`src/design/port_set_consts.vh`:
```
// Purpose: Shared constants of the parallel port set.
// Assumes: Port addresses are the CPU port-access numbers.
// Notes:   Definitions only.
`ifndef PORT_SET_CONSTS_VH
`define PORT_SET_CONSTS_VH
`define ADDR_W            4
`define ADDR_INPUT        4'h0
`define ADDR_OUT_LOW      4'h1
`define ADDR_OUT_HIGH     4'h2
`define ADDR_PWM_SHARED   4'h4
`define ADDR_BIDIR_A      4'h5
`define ADDR_TRISTATE     4'h6
`define ADDR_BIDIR_B      4'h7
`define ADDR_IRQ_TIMER    4'h8
`define ADDR_COMPARATOR   4'h9
`define ADDR_HOLD_STATUS  4'he
`define LATCH_RESET4      4'hf
`define LATCH_RESET3      3'h7
`define OUT_RESET4        4'h0
`define TRI_EN_BIT        3
`define CMP_INPUT_BIT     2
`define CMP_STATUS_BIT    3
`define IRQ_T1_BIT        3
`define IRQ_I1_BIT        2
`define IRQ_T2_BIT        1
`define IRQ_I2_BIT        0
`endif

```
`src/design/pin_sync.v`:
```
// Purpose: Three-stage pin synchroniser with agreement filter.
// Assumes: Input is asynchronous to clk_sys.
// Notes:   Output changes only when stages two and three agree.
`timescale 1ns/100ps
`default_nettype none
module pin_sync #(
  parameter WIDTH = 4
) (
  // Clock and reset
  input  wire             clk_sys,
  input  wire             rstn,
  input  wire             ce,
  // Data
  input  wire [WIDTH-1:0] pin_in,
  output reg  [WIDTH-1:0] level
);
  reg [WIDTH-1:0] s1;
  reg [WIDTH-1:0] s2;
  reg [WIDTH-1:0] s3;
  integer i;
  always @(posedge clk_sys or negedge rstn)
  begin
    if (!rstn)
    begin
      s1    <= {WIDTH{1'b1}};
      s2    <= {WIDTH{1'b1}};
      s3    <= {WIDTH{1'b1}};
      level <= {WIDTH{1'b1}};
    end
    else if (ce)
    begin
      s1 <= pin_in;
      s2 <= s1;
      s3 <= s2;
      for (i = 0; i < WIDTH; i = i + 1)
        if (s2[i] == s3[i])
          level[i] <= s3[i];
    end
  end
endmodule
`default_nettype wire

```
`src/design/shared_io_port_set.v`:
```
// Purpose: Latched port set of a 4-bit controller with shared pin functions.
// Assumes: CPU port strobes are one-cycle pulses on clk_sys.
// Notes:   Open-drain pins are released (oe low) when latch is 1, driven low when 0.
//
// Contract
// - The 5-to-8 conversion write loads output_port_low and output_port_high together as one 8-bit value.
// - Pwm-shared bit 0 carries the wide converter output and bits 3..1 the narrow ones.
// - Each bit of a latched bidirectional port can be set or cleared alone by bit index.
// - Irq/timer bit 3 feeds counter one, bit 2 irq one, bit 1 counter two, bit 0 irq two.
// - The comparator-shared port is 3 bits with latches and bit 2 feeds the comparator.
// - With the tri-state option the tri-state port buffers share one enable.
// - A 1-bit sense input shared with the hold request is readable by software.
// - The top bit of the port nine output control enables the tri-state buffers, 0 floats them.
// - Reset clears the tri-state enable to 0.
// - Reset sets the pwm-shared and comparator-shared latches to all ones.
`timescale 1ns/100ps
`default_nettype none
`include "port_set_consts.vh"
module shared_io_port_set (
  // Clock, reset, enable
  input  wire       clk_sys,
  input  wire       rstn,
  input  wire       ce,
  // Configuration
  input  wire       tristate_circuit_option,
  // CPU port access
  input  wire [3:0] port_addr,
  input  wire [3:0] wr_data,
  input  wire       wr_en,
  input  wire       bit_set,
  input  wire       bit_clr,
  input  wire [1:0] bit_index,
  input  wire [7:0] conv_data,
  input  wire       conv_wr,
  input  wire       rd_en,
  output reg  [3:0] rd_data,
  output reg        rd_valid,
  // Dedicated input and sense pins
  input  wire [3:0] dedicated_input_port,
  input  wire       hold_sense_pin,
  // Output ports
  output reg  [3:0] output_port_low,
  output reg  [3:0] output_port_high,
  // Bidirectional pins: input level, output value, enable
  input  wire [3:0] pwm_shared_in,
  output reg  [3:0] pwm_shared_out,
  output reg  [3:0] pwm_shared_oe,
  input  wire [3:0] bidir_a_in,
  output reg  [3:0] bidir_a_out,
  output reg  [3:0] bidir_a_oe,
  input  wire [3:0] tristate_in,
  output reg  [3:0] tristate_out,
  output reg  [3:0] tristate_oe,
  input  wire [3:0] bidir_b_in,
  output reg  [3:0] bidir_b_out,
  output reg  [3:0] bidir_b_oe,
  input  wire [3:0] irq_timer_in,
  output reg  [3:0] irq_timer_out,
  output reg  [3:0] irq_timer_oe,
  input  wire [2:0] comparator_in,
  output reg  [2:0] comparator_out,
  output reg  [2:0] comparator_oe,
  // Peripheral side
  input  wire       pwm_wide_output,
  input  wire       pwm_narrow_output_a,
  input  wire       pwm_narrow_output_b,
  input  wire       pwm_narrow_output_c,
  input  wire       afc_comparator_result,
  output reg        ext_irq_one,
  output reg        ext_irq_two,
  output reg        counter_one_input,
  output reg        counter_two_input,
  output reg        afc_comparator_input
);
  ////////////////////////////////////////////////////////////////////////////
  reg  [3:0] latch_pwm;
  reg  [3:0] latch_a;
  reg  [3:0] latch_tri;
  reg  [3:0] latch_b;
  reg  [3:0] latch_irq;
  wire [2:0] latch_cmp;
  reg  [3:0] port_nine_output_control;
  wire [3:0] s_in;
  wire [3:0] s_pwm;
  wire [3:0] s_a;
  wire [3:0] s_tri;
  wire [3:0] s_b;
  wire [3:0] s_irq;
  wire [2:0] s_cmp;
  wire       s_hold;
  wire [3:0] pwm_drive;
  reg  [3:0] next_rd;

  // Port nine is one word: bits 2..0 are the comparator-shared latches, bit 3 the tri-state enable.
  assign latch_cmp = port_nine_output_control[2:0];

  // Every pin passes the agreement filter before software or a peripheral sees it.
  pin_sync #(.WIDTH(4)) u_sync_in  (.clk_sys(clk_sys), .rstn(rstn), .ce(ce),
    .pin_in(dedicated_input_port), .level(s_in));
  pin_sync #(.WIDTH(4)) u_sync_pwm (.clk_sys(clk_sys), .rstn(rstn), .ce(ce),
    .pin_in(pwm_shared_in), .level(s_pwm));
  pin_sync #(.WIDTH(4)) u_sync_a   (.clk_sys(clk_sys), .rstn(rstn), .ce(ce),
    .pin_in(bidir_a_in), .level(s_a));
  pin_sync #(.WIDTH(4)) u_sync_tri (.clk_sys(clk_sys), .rstn(rstn), .ce(ce),
    .pin_in(tristate_in), .level(s_tri));
  pin_sync #(.WIDTH(4)) u_sync_b   (.clk_sys(clk_sys), .rstn(rstn), .ce(ce),
    .pin_in(bidir_b_in), .level(s_b));
  pin_sync #(.WIDTH(4)) u_sync_irq (.clk_sys(clk_sys), .rstn(rstn), .ce(ce),
    .pin_in(irq_timer_in), .level(s_irq));
  pin_sync #(.WIDTH(3)) u_sync_cmp (.clk_sys(clk_sys), .rstn(rstn), .ce(ce),
    .pin_in(comparator_in), .level(s_cmp));
  pin_sync #(.WIDTH(1)) u_sync_hld (.clk_sys(clk_sys), .rstn(rstn), .ce(ce),
    .pin_in(hold_sense_pin), .level(s_hold));

  ////////////////////////////////////////////////////////////////////////////
  // A PWM output that idles high needs the latch at 1; either one low pulls the pin low.
  assign pwm_drive = latch_pwm & {pwm_narrow_output_c, pwm_narrow_output_b,
                                  pwm_narrow_output_a, pwm_wide_output};

  // Applies a whole-nibble write, or a single-bit set/clear, to one latch.
  function [3:0] upd;
    input [3:0] cur;
    input       hit;
    begin
      upd = cur;
      if (hit && wr_en)
        upd = wr_data;
      else if (hit && bit_set)
        upd[bit_index] = 1'b1;
      else if (hit && bit_clr)
        upd[bit_index] = 1'b0;
    end
  endfunction

  always @(posedge clk_sys or negedge rstn)
  begin
    if (!rstn)
    begin
      output_port_low          <= `OUT_RESET4;
      output_port_high         <= `OUT_RESET4;
      latch_pwm                <= `LATCH_RESET4;
      latch_a                  <= `LATCH_RESET4;
      latch_tri                <= `LATCH_RESET4;
      latch_b                  <= `LATCH_RESET4;
      latch_irq                <= `LATCH_RESET4;
      port_nine_output_control <= {1'b0, `LATCH_RESET3};
    end
    else if (ce)
    begin
      if (conv_wr)
      begin
        output_port_low  <= conv_data[3:0];
        output_port_high <= conv_data[7:4];
      end
      else
      begin
        output_port_low  <= upd(output_port_low, port_addr == `ADDR_OUT_LOW);
        output_port_high <= upd(output_port_high, port_addr == `ADDR_OUT_HIGH);
      end
      latch_pwm <= upd(latch_pwm, port_addr == `ADDR_PWM_SHARED);
      latch_a   <= upd(latch_a, port_addr == `ADDR_BIDIR_A);
      latch_tri <= upd(latch_tri, port_addr == `ADDR_TRISTATE);
      latch_b   <= upd(latch_b, port_addr == `ADDR_BIDIR_B);
      latch_irq <= upd(latch_irq, port_addr == `ADDR_IRQ_TIMER);
      // Port nine bits 2..0 drive the pins; bit 3 is the tri-state enable.
      port_nine_output_control <= upd(port_nine_output_control, port_addr == `ADDR_COMPARATOR);
    end
  end

  ////////////////////////////////////////////////////////////////////////////
  always @(posedge clk_sys or negedge rstn)
  begin
    if (!rstn)
    begin
      pwm_shared_out <= 4'h0;
      pwm_shared_oe  <= 4'h0;
      bidir_a_out    <= 4'h0;
      bidir_a_oe     <= 4'h0;
      tristate_out   <= 4'h0;
      tristate_oe    <= 4'h0;
      bidir_b_out    <= 4'h0;
      bidir_b_oe     <= 4'h0;
      irq_timer_out  <= 4'h0;
      irq_timer_oe   <= 4'h0;
      comparator_out <= 3'h0;
      comparator_oe  <= 3'h0;
    end
    else if (ce)
    begin
      // Open-drain style: only a 0 is driven, a 1 lets the pin float.
      pwm_shared_out <= 4'h0;
      pwm_shared_oe  <= ~pwm_drive;
      bidir_a_out    <= 4'h0;
      bidir_a_oe     <= ~latch_a;
      bidir_b_out    <= 4'h0;
      bidir_b_oe     <= ~latch_b;
      irq_timer_out  <= 4'h0;
      irq_timer_oe   <= ~latch_irq;
      comparator_out <= 3'h0;
      comparator_oe  <= ~latch_cmp;
      if (tristate_circuit_option)
      begin
        // One enable for the whole port; driven both ways while it is on.
        tristate_out <= latch_tri;
        tristate_oe  <= {4{port_nine_output_control[`TRI_EN_BIT]}};
      end
      else
      begin
        tristate_out <= 4'h0;
        tristate_oe  <= ~latch_tri;
      end
    end
  end

  ////////////////////////////////////////////////////////////////////////////
  always @(posedge clk_sys or negedge rstn)
  begin
    if (!rstn)
    begin
      ext_irq_one          <= 1'b1;
      ext_irq_two          <= 1'b1;
      counter_one_input    <= 1'b1;
      counter_two_input    <= 1'b1;
      afc_comparator_input <= 1'b1;
    end
    else if (ce)
    begin
      counter_one_input    <= s_irq[`IRQ_T1_BIT];
      ext_irq_one          <= s_irq[`IRQ_I1_BIT];
      counter_two_input    <= s_irq[`IRQ_T2_BIT];
      ext_irq_two          <= s_irq[`IRQ_I2_BIT];
      afc_comparator_input <= s_cmp[`CMP_INPUT_BIT];
    end
  end

  ////////////////////////////////////////////////////////////////////////////
  always @*
  begin
    case (port_addr)
      `ADDR_INPUT:       next_rd = s_in;
      `ADDR_OUT_LOW:     next_rd = output_port_low;
      `ADDR_OUT_HIGH:    next_rd = output_port_high;
      `ADDR_PWM_SHARED:  next_rd = s_pwm;
      `ADDR_BIDIR_A:     next_rd = s_a;
      `ADDR_TRISTATE:    next_rd = s_tri;
      `ADDR_BIDIR_B:     next_rd = s_b;
      `ADDR_IRQ_TIMER:   next_rd = s_irq;
      `ADDR_COMPARATOR:  next_rd = {afc_comparator_result, s_cmp};
      `ADDR_HOLD_STATUS: next_rd = {3'h0, s_hold};
      default:           next_rd = 4'h0;
    endcase
  end

  always @(posedge clk_sys or negedge rstn)
  begin
    if (!rstn)
    begin
      rd_data  <= 4'h0;
      rd_valid <= 1'b0;
    end
    else if (ce)
    begin
      rd_valid <= rd_en;
      if (rd_en)
        rd_data <= next_rd;
    end
  end
endmodule
`default_nettype wire

```
`config.mk`:
```
export PLATFORM = sky130hd
export DESIGN_NAME = shared_io_port_set
export DESIGN_NICKNAME = d
export VERILOG_FILES = /design/src/design/pin_sync.v /design/src/design/shared_io_port_set.v
export VERILOG_INCLUDE_DIRS = /design/src /design/src/design
export SDC_FILE = /design/constraint.sdc
export NUM_CORES = 1
export LEC_CHECK = 0
export ABC_AREA = 1
export BUFFER_PORTS_ARGS = -buffer_cell sky130_fd_sc_hd__buf_4
export CAP_MARGIN = 40
export CORE_AREA = 2 2 102 178
export CTS_CLUSTER_SIZE = 25
export DETAILED_ROUTE_END_ITERATION = 10
export DIE_AREA = 0 0 104 180
export GPL_TIMING_DRIVEN = 0
export PLACE_DENSITY = 0.7
export SLEW_MARGIN = 10
export SYNTH_ARGS = -nofsm -noshare
export SYNTH_HDL_FRONTEND = slang
export SYNTH_SLANG_ARGS = --single-unit
```
`constraint.sdc`:
```
create_clock -name clk_sys -period 1.7 [get_ports clk_sys]
set_input_delay 0.17 -clock clk_sys [delete_from_list [all_inputs] [get_ports clk_sys]]
set_output_delay 0.17 -clock clk_sys [all_outputs]
set_load 0.005 [all_outputs]
```
==> run summary <==
status - completed
worst-skew pair later-pin latency - 440 ps
Clock Skew - 15.8 ps
Mapped Area - 8500 µm²
post-synthesis sequential area ratio - 0.554
Syn Area/Cell - 8.03 µm²
antenna-violating nets left - 0
setup_tns - 0 ps
Core Region - 17300 µm²
gpl congestion - 0.958
clk sinks - 181
GR Overflow Total - 0
H-tree Lvls - 4
peak supply drop - 0.640 mV
DP Cell Count - 1410
Via density - 5.07
top cells by area, synth - dfstp_2, nand2_1, dfrtp_1, o21ai_0, nand3_1
Pwr Density - 1010 nW/µm²
via count - 7473
clk buf depth - 2
num rows - 64
largest net degree at the start of global routing - 102
router iterations before antenna repair - 6
final hold viol count - 0
reg-to-reg critical path startpoint - u_sync_cmp.level[2]
Tightest Hold Check Type - in -> reg
P&R area growth vs syn - 24.7%
# diodes - 0
Synth top area share - 0.433
Non-Filler Instances - 1475
Tmin final - 1510 ps
number of global-route vias before repair - 7378
WP data required - 2080 ps
initial antenna violation count - 0
ratio of final minimum period to clock period - 0.891
Data arrival, critical path - 1890 ps
FF-to-FF path depth - 6
RSZ-0062 raised after global routing - no
Crit Path Class - in -> reg
relative slew slack - 0.506
Pleak - 5.05 nW
hold_sp - conv_data[1]
final WL - 23800 µm
CTS tree - yes
DRT iter0 DRCs - 361
Pins Over Slew Limit - 0
distinct cell type count after synthesis - 22
Port Buf Inserts - 102
Worst Path Max Fanout - 9
reg2reg end - rd_data[2]
Die ar. - 18700 µm²
Die Wd - 104 µm
# setup viols final - 0
reg-to-reg setup timing slack - 620 ps
first-pass GRT wire length - 37900 µm
Fill cells - 1579
routed len/inst - 16.1 µm
I/O Pins - 124
hold depth - 5
Slew @ Worst Pin - 740 ps
Detailed Place HPWL - 17500 µm
CTS buffer count - 17
synth warn - 0
fin nets - 1291
crit start category - input pin
drt drc - 0
# Max-Cap Violations - 0
Die Ht - 180 µm
share of cells above drive strength 1 - 0.251
initial core utilization - 0.491
Seq cells post-synth - 181
final hold slack - 28.8 ps
Core Util, Final - 0.613
Clock transition at path regs - 70 ps
critical path endpoint category - flop
Mapped Cells - 1058
fmax - 660 MHz
GRT Util Overall - 0.259
Root Driver - clkbuf_16
leading area contributor after synthesis - dfstp_2
worst max-delay path, stage by stage:
cell	delay [ps]
buf_4	120
inv_1	60
nand2_1	310
nor2_1	680
inv_1	70
o21ai_0	270
nand3_1	120
nand2_1	80
area by class of cell:
cell class / count / area (µm²) / share of cell area
buffer: 57 / 297 / 0.0280
clock buffer: 18 / 439 / 0.0414
clock inverter: 14 / 175 / 0.0165
inverter: 91 / 342 / 0.0322
multi-input combinational: 747 / 3220 / 0.304
sequential: 181 / 4700 / 0.444
tap: 231 / 289 / 0.0273
timing repair buffer: 136 / 1130 / 0.107
how the worst max path moves through the flow:
| stage | from | end | cells past startpoint |
|---|---|---|---|
| 2_1_floorplan | port_addr[1] | flop | 8 |
| 3_3_place_gp | rstn | irq_timer_oe[1] | 1 |
| 3_5_place_dp | bit_index[0] | flop | 8 |
| 4_1_cts | bit_index[0] | flop | 8 |
| 5_1_grt | ce | afc_comparator_input | 6 |
| 6_report | bit_index[1] | flop | 8 |
placed cells by master (no fill, tap or decap), types with 3 or more instances in the layout:
master         count
conb_1            19
clkbuf_16         17
buf_4            120
nand3_1           77
o21ai_0          161
dlygate4sd3_1     33
clkbuf_1          26
o21a_1             3
buf_2              9
nor2_4             3
nor2_1            81
inv_8              3
buf_1              3
o31ai_1            7
inv_6              4
clkinv_8           6
or2_2              5
o211ai_1           3
nand4_1            5
a21oi_1            7
inv_1             91
nand2_1          370
a31oi_1            4
dfrtp_1           41
dfstp_2          140
per-stage QoR:
stage	area, µm²	power [mW]	worst slack [ps]
6_report	10600	10.7	186
3_5_place_dp	9650	6.76	-176
3_3_place_gp	9620	6.69	-563
2_1_floorplan	8560	6.02	481
4_1_cts	10600	10.8	270
5_1_grt	10600	11.2	142
Yosys cell counts, drive strengths merged:
cell type / n
a21oi: 7
or2: 5
o31ai: 7
nor3: 1
inv: 91
o21ai: 161
nand4: 5
dfstp: 140
o21a: 3
o211ai: 3
a31oi: 4
clkbuf: 26
dfrtp: 41
nand2: 370
buf: 31
nor2: 85
nand3: 77
conb: 1
layer usage:
layer  global-route usage  share of wire  vias to the layer above
met5                    0              0                        -
met4                0.125          0.040                        0
met3               0.0315          0.039                       43
met2                0.487           0.55                      225
met1                0.285           0.37                     3524
li1                     -              -                     3681
power breakdown:
group	internal, mW	leakage [nW]	switching (mW)
sequential	5.03	1.94	0.310
combinational	0.580	2.81	0.841
clock	2.04	0.298	1.94
total	7.65	5.05	3.09
kinds of logic (layout without fill, tap and decap cells):
logic type             after synthesis  in the layout  share of synthesized area
and+or+nand+nor                    543            543                      0.257
buffers and inverters              148            316                     0.0751
other                                1             19                   0.000441
DFF                                181            181                      0.554
AOI/OAI and AO/OA                  185            185                      0.113
what timing repair did:
item | 4_1_cts | 5_1_grt
hold buffers | 33 | 0
buffers inserted | 0 | 0
gates resized for setup | 0 | 0
endpoints found under the hold margin | 60 | 0
(Power assumes the default switching activity.)
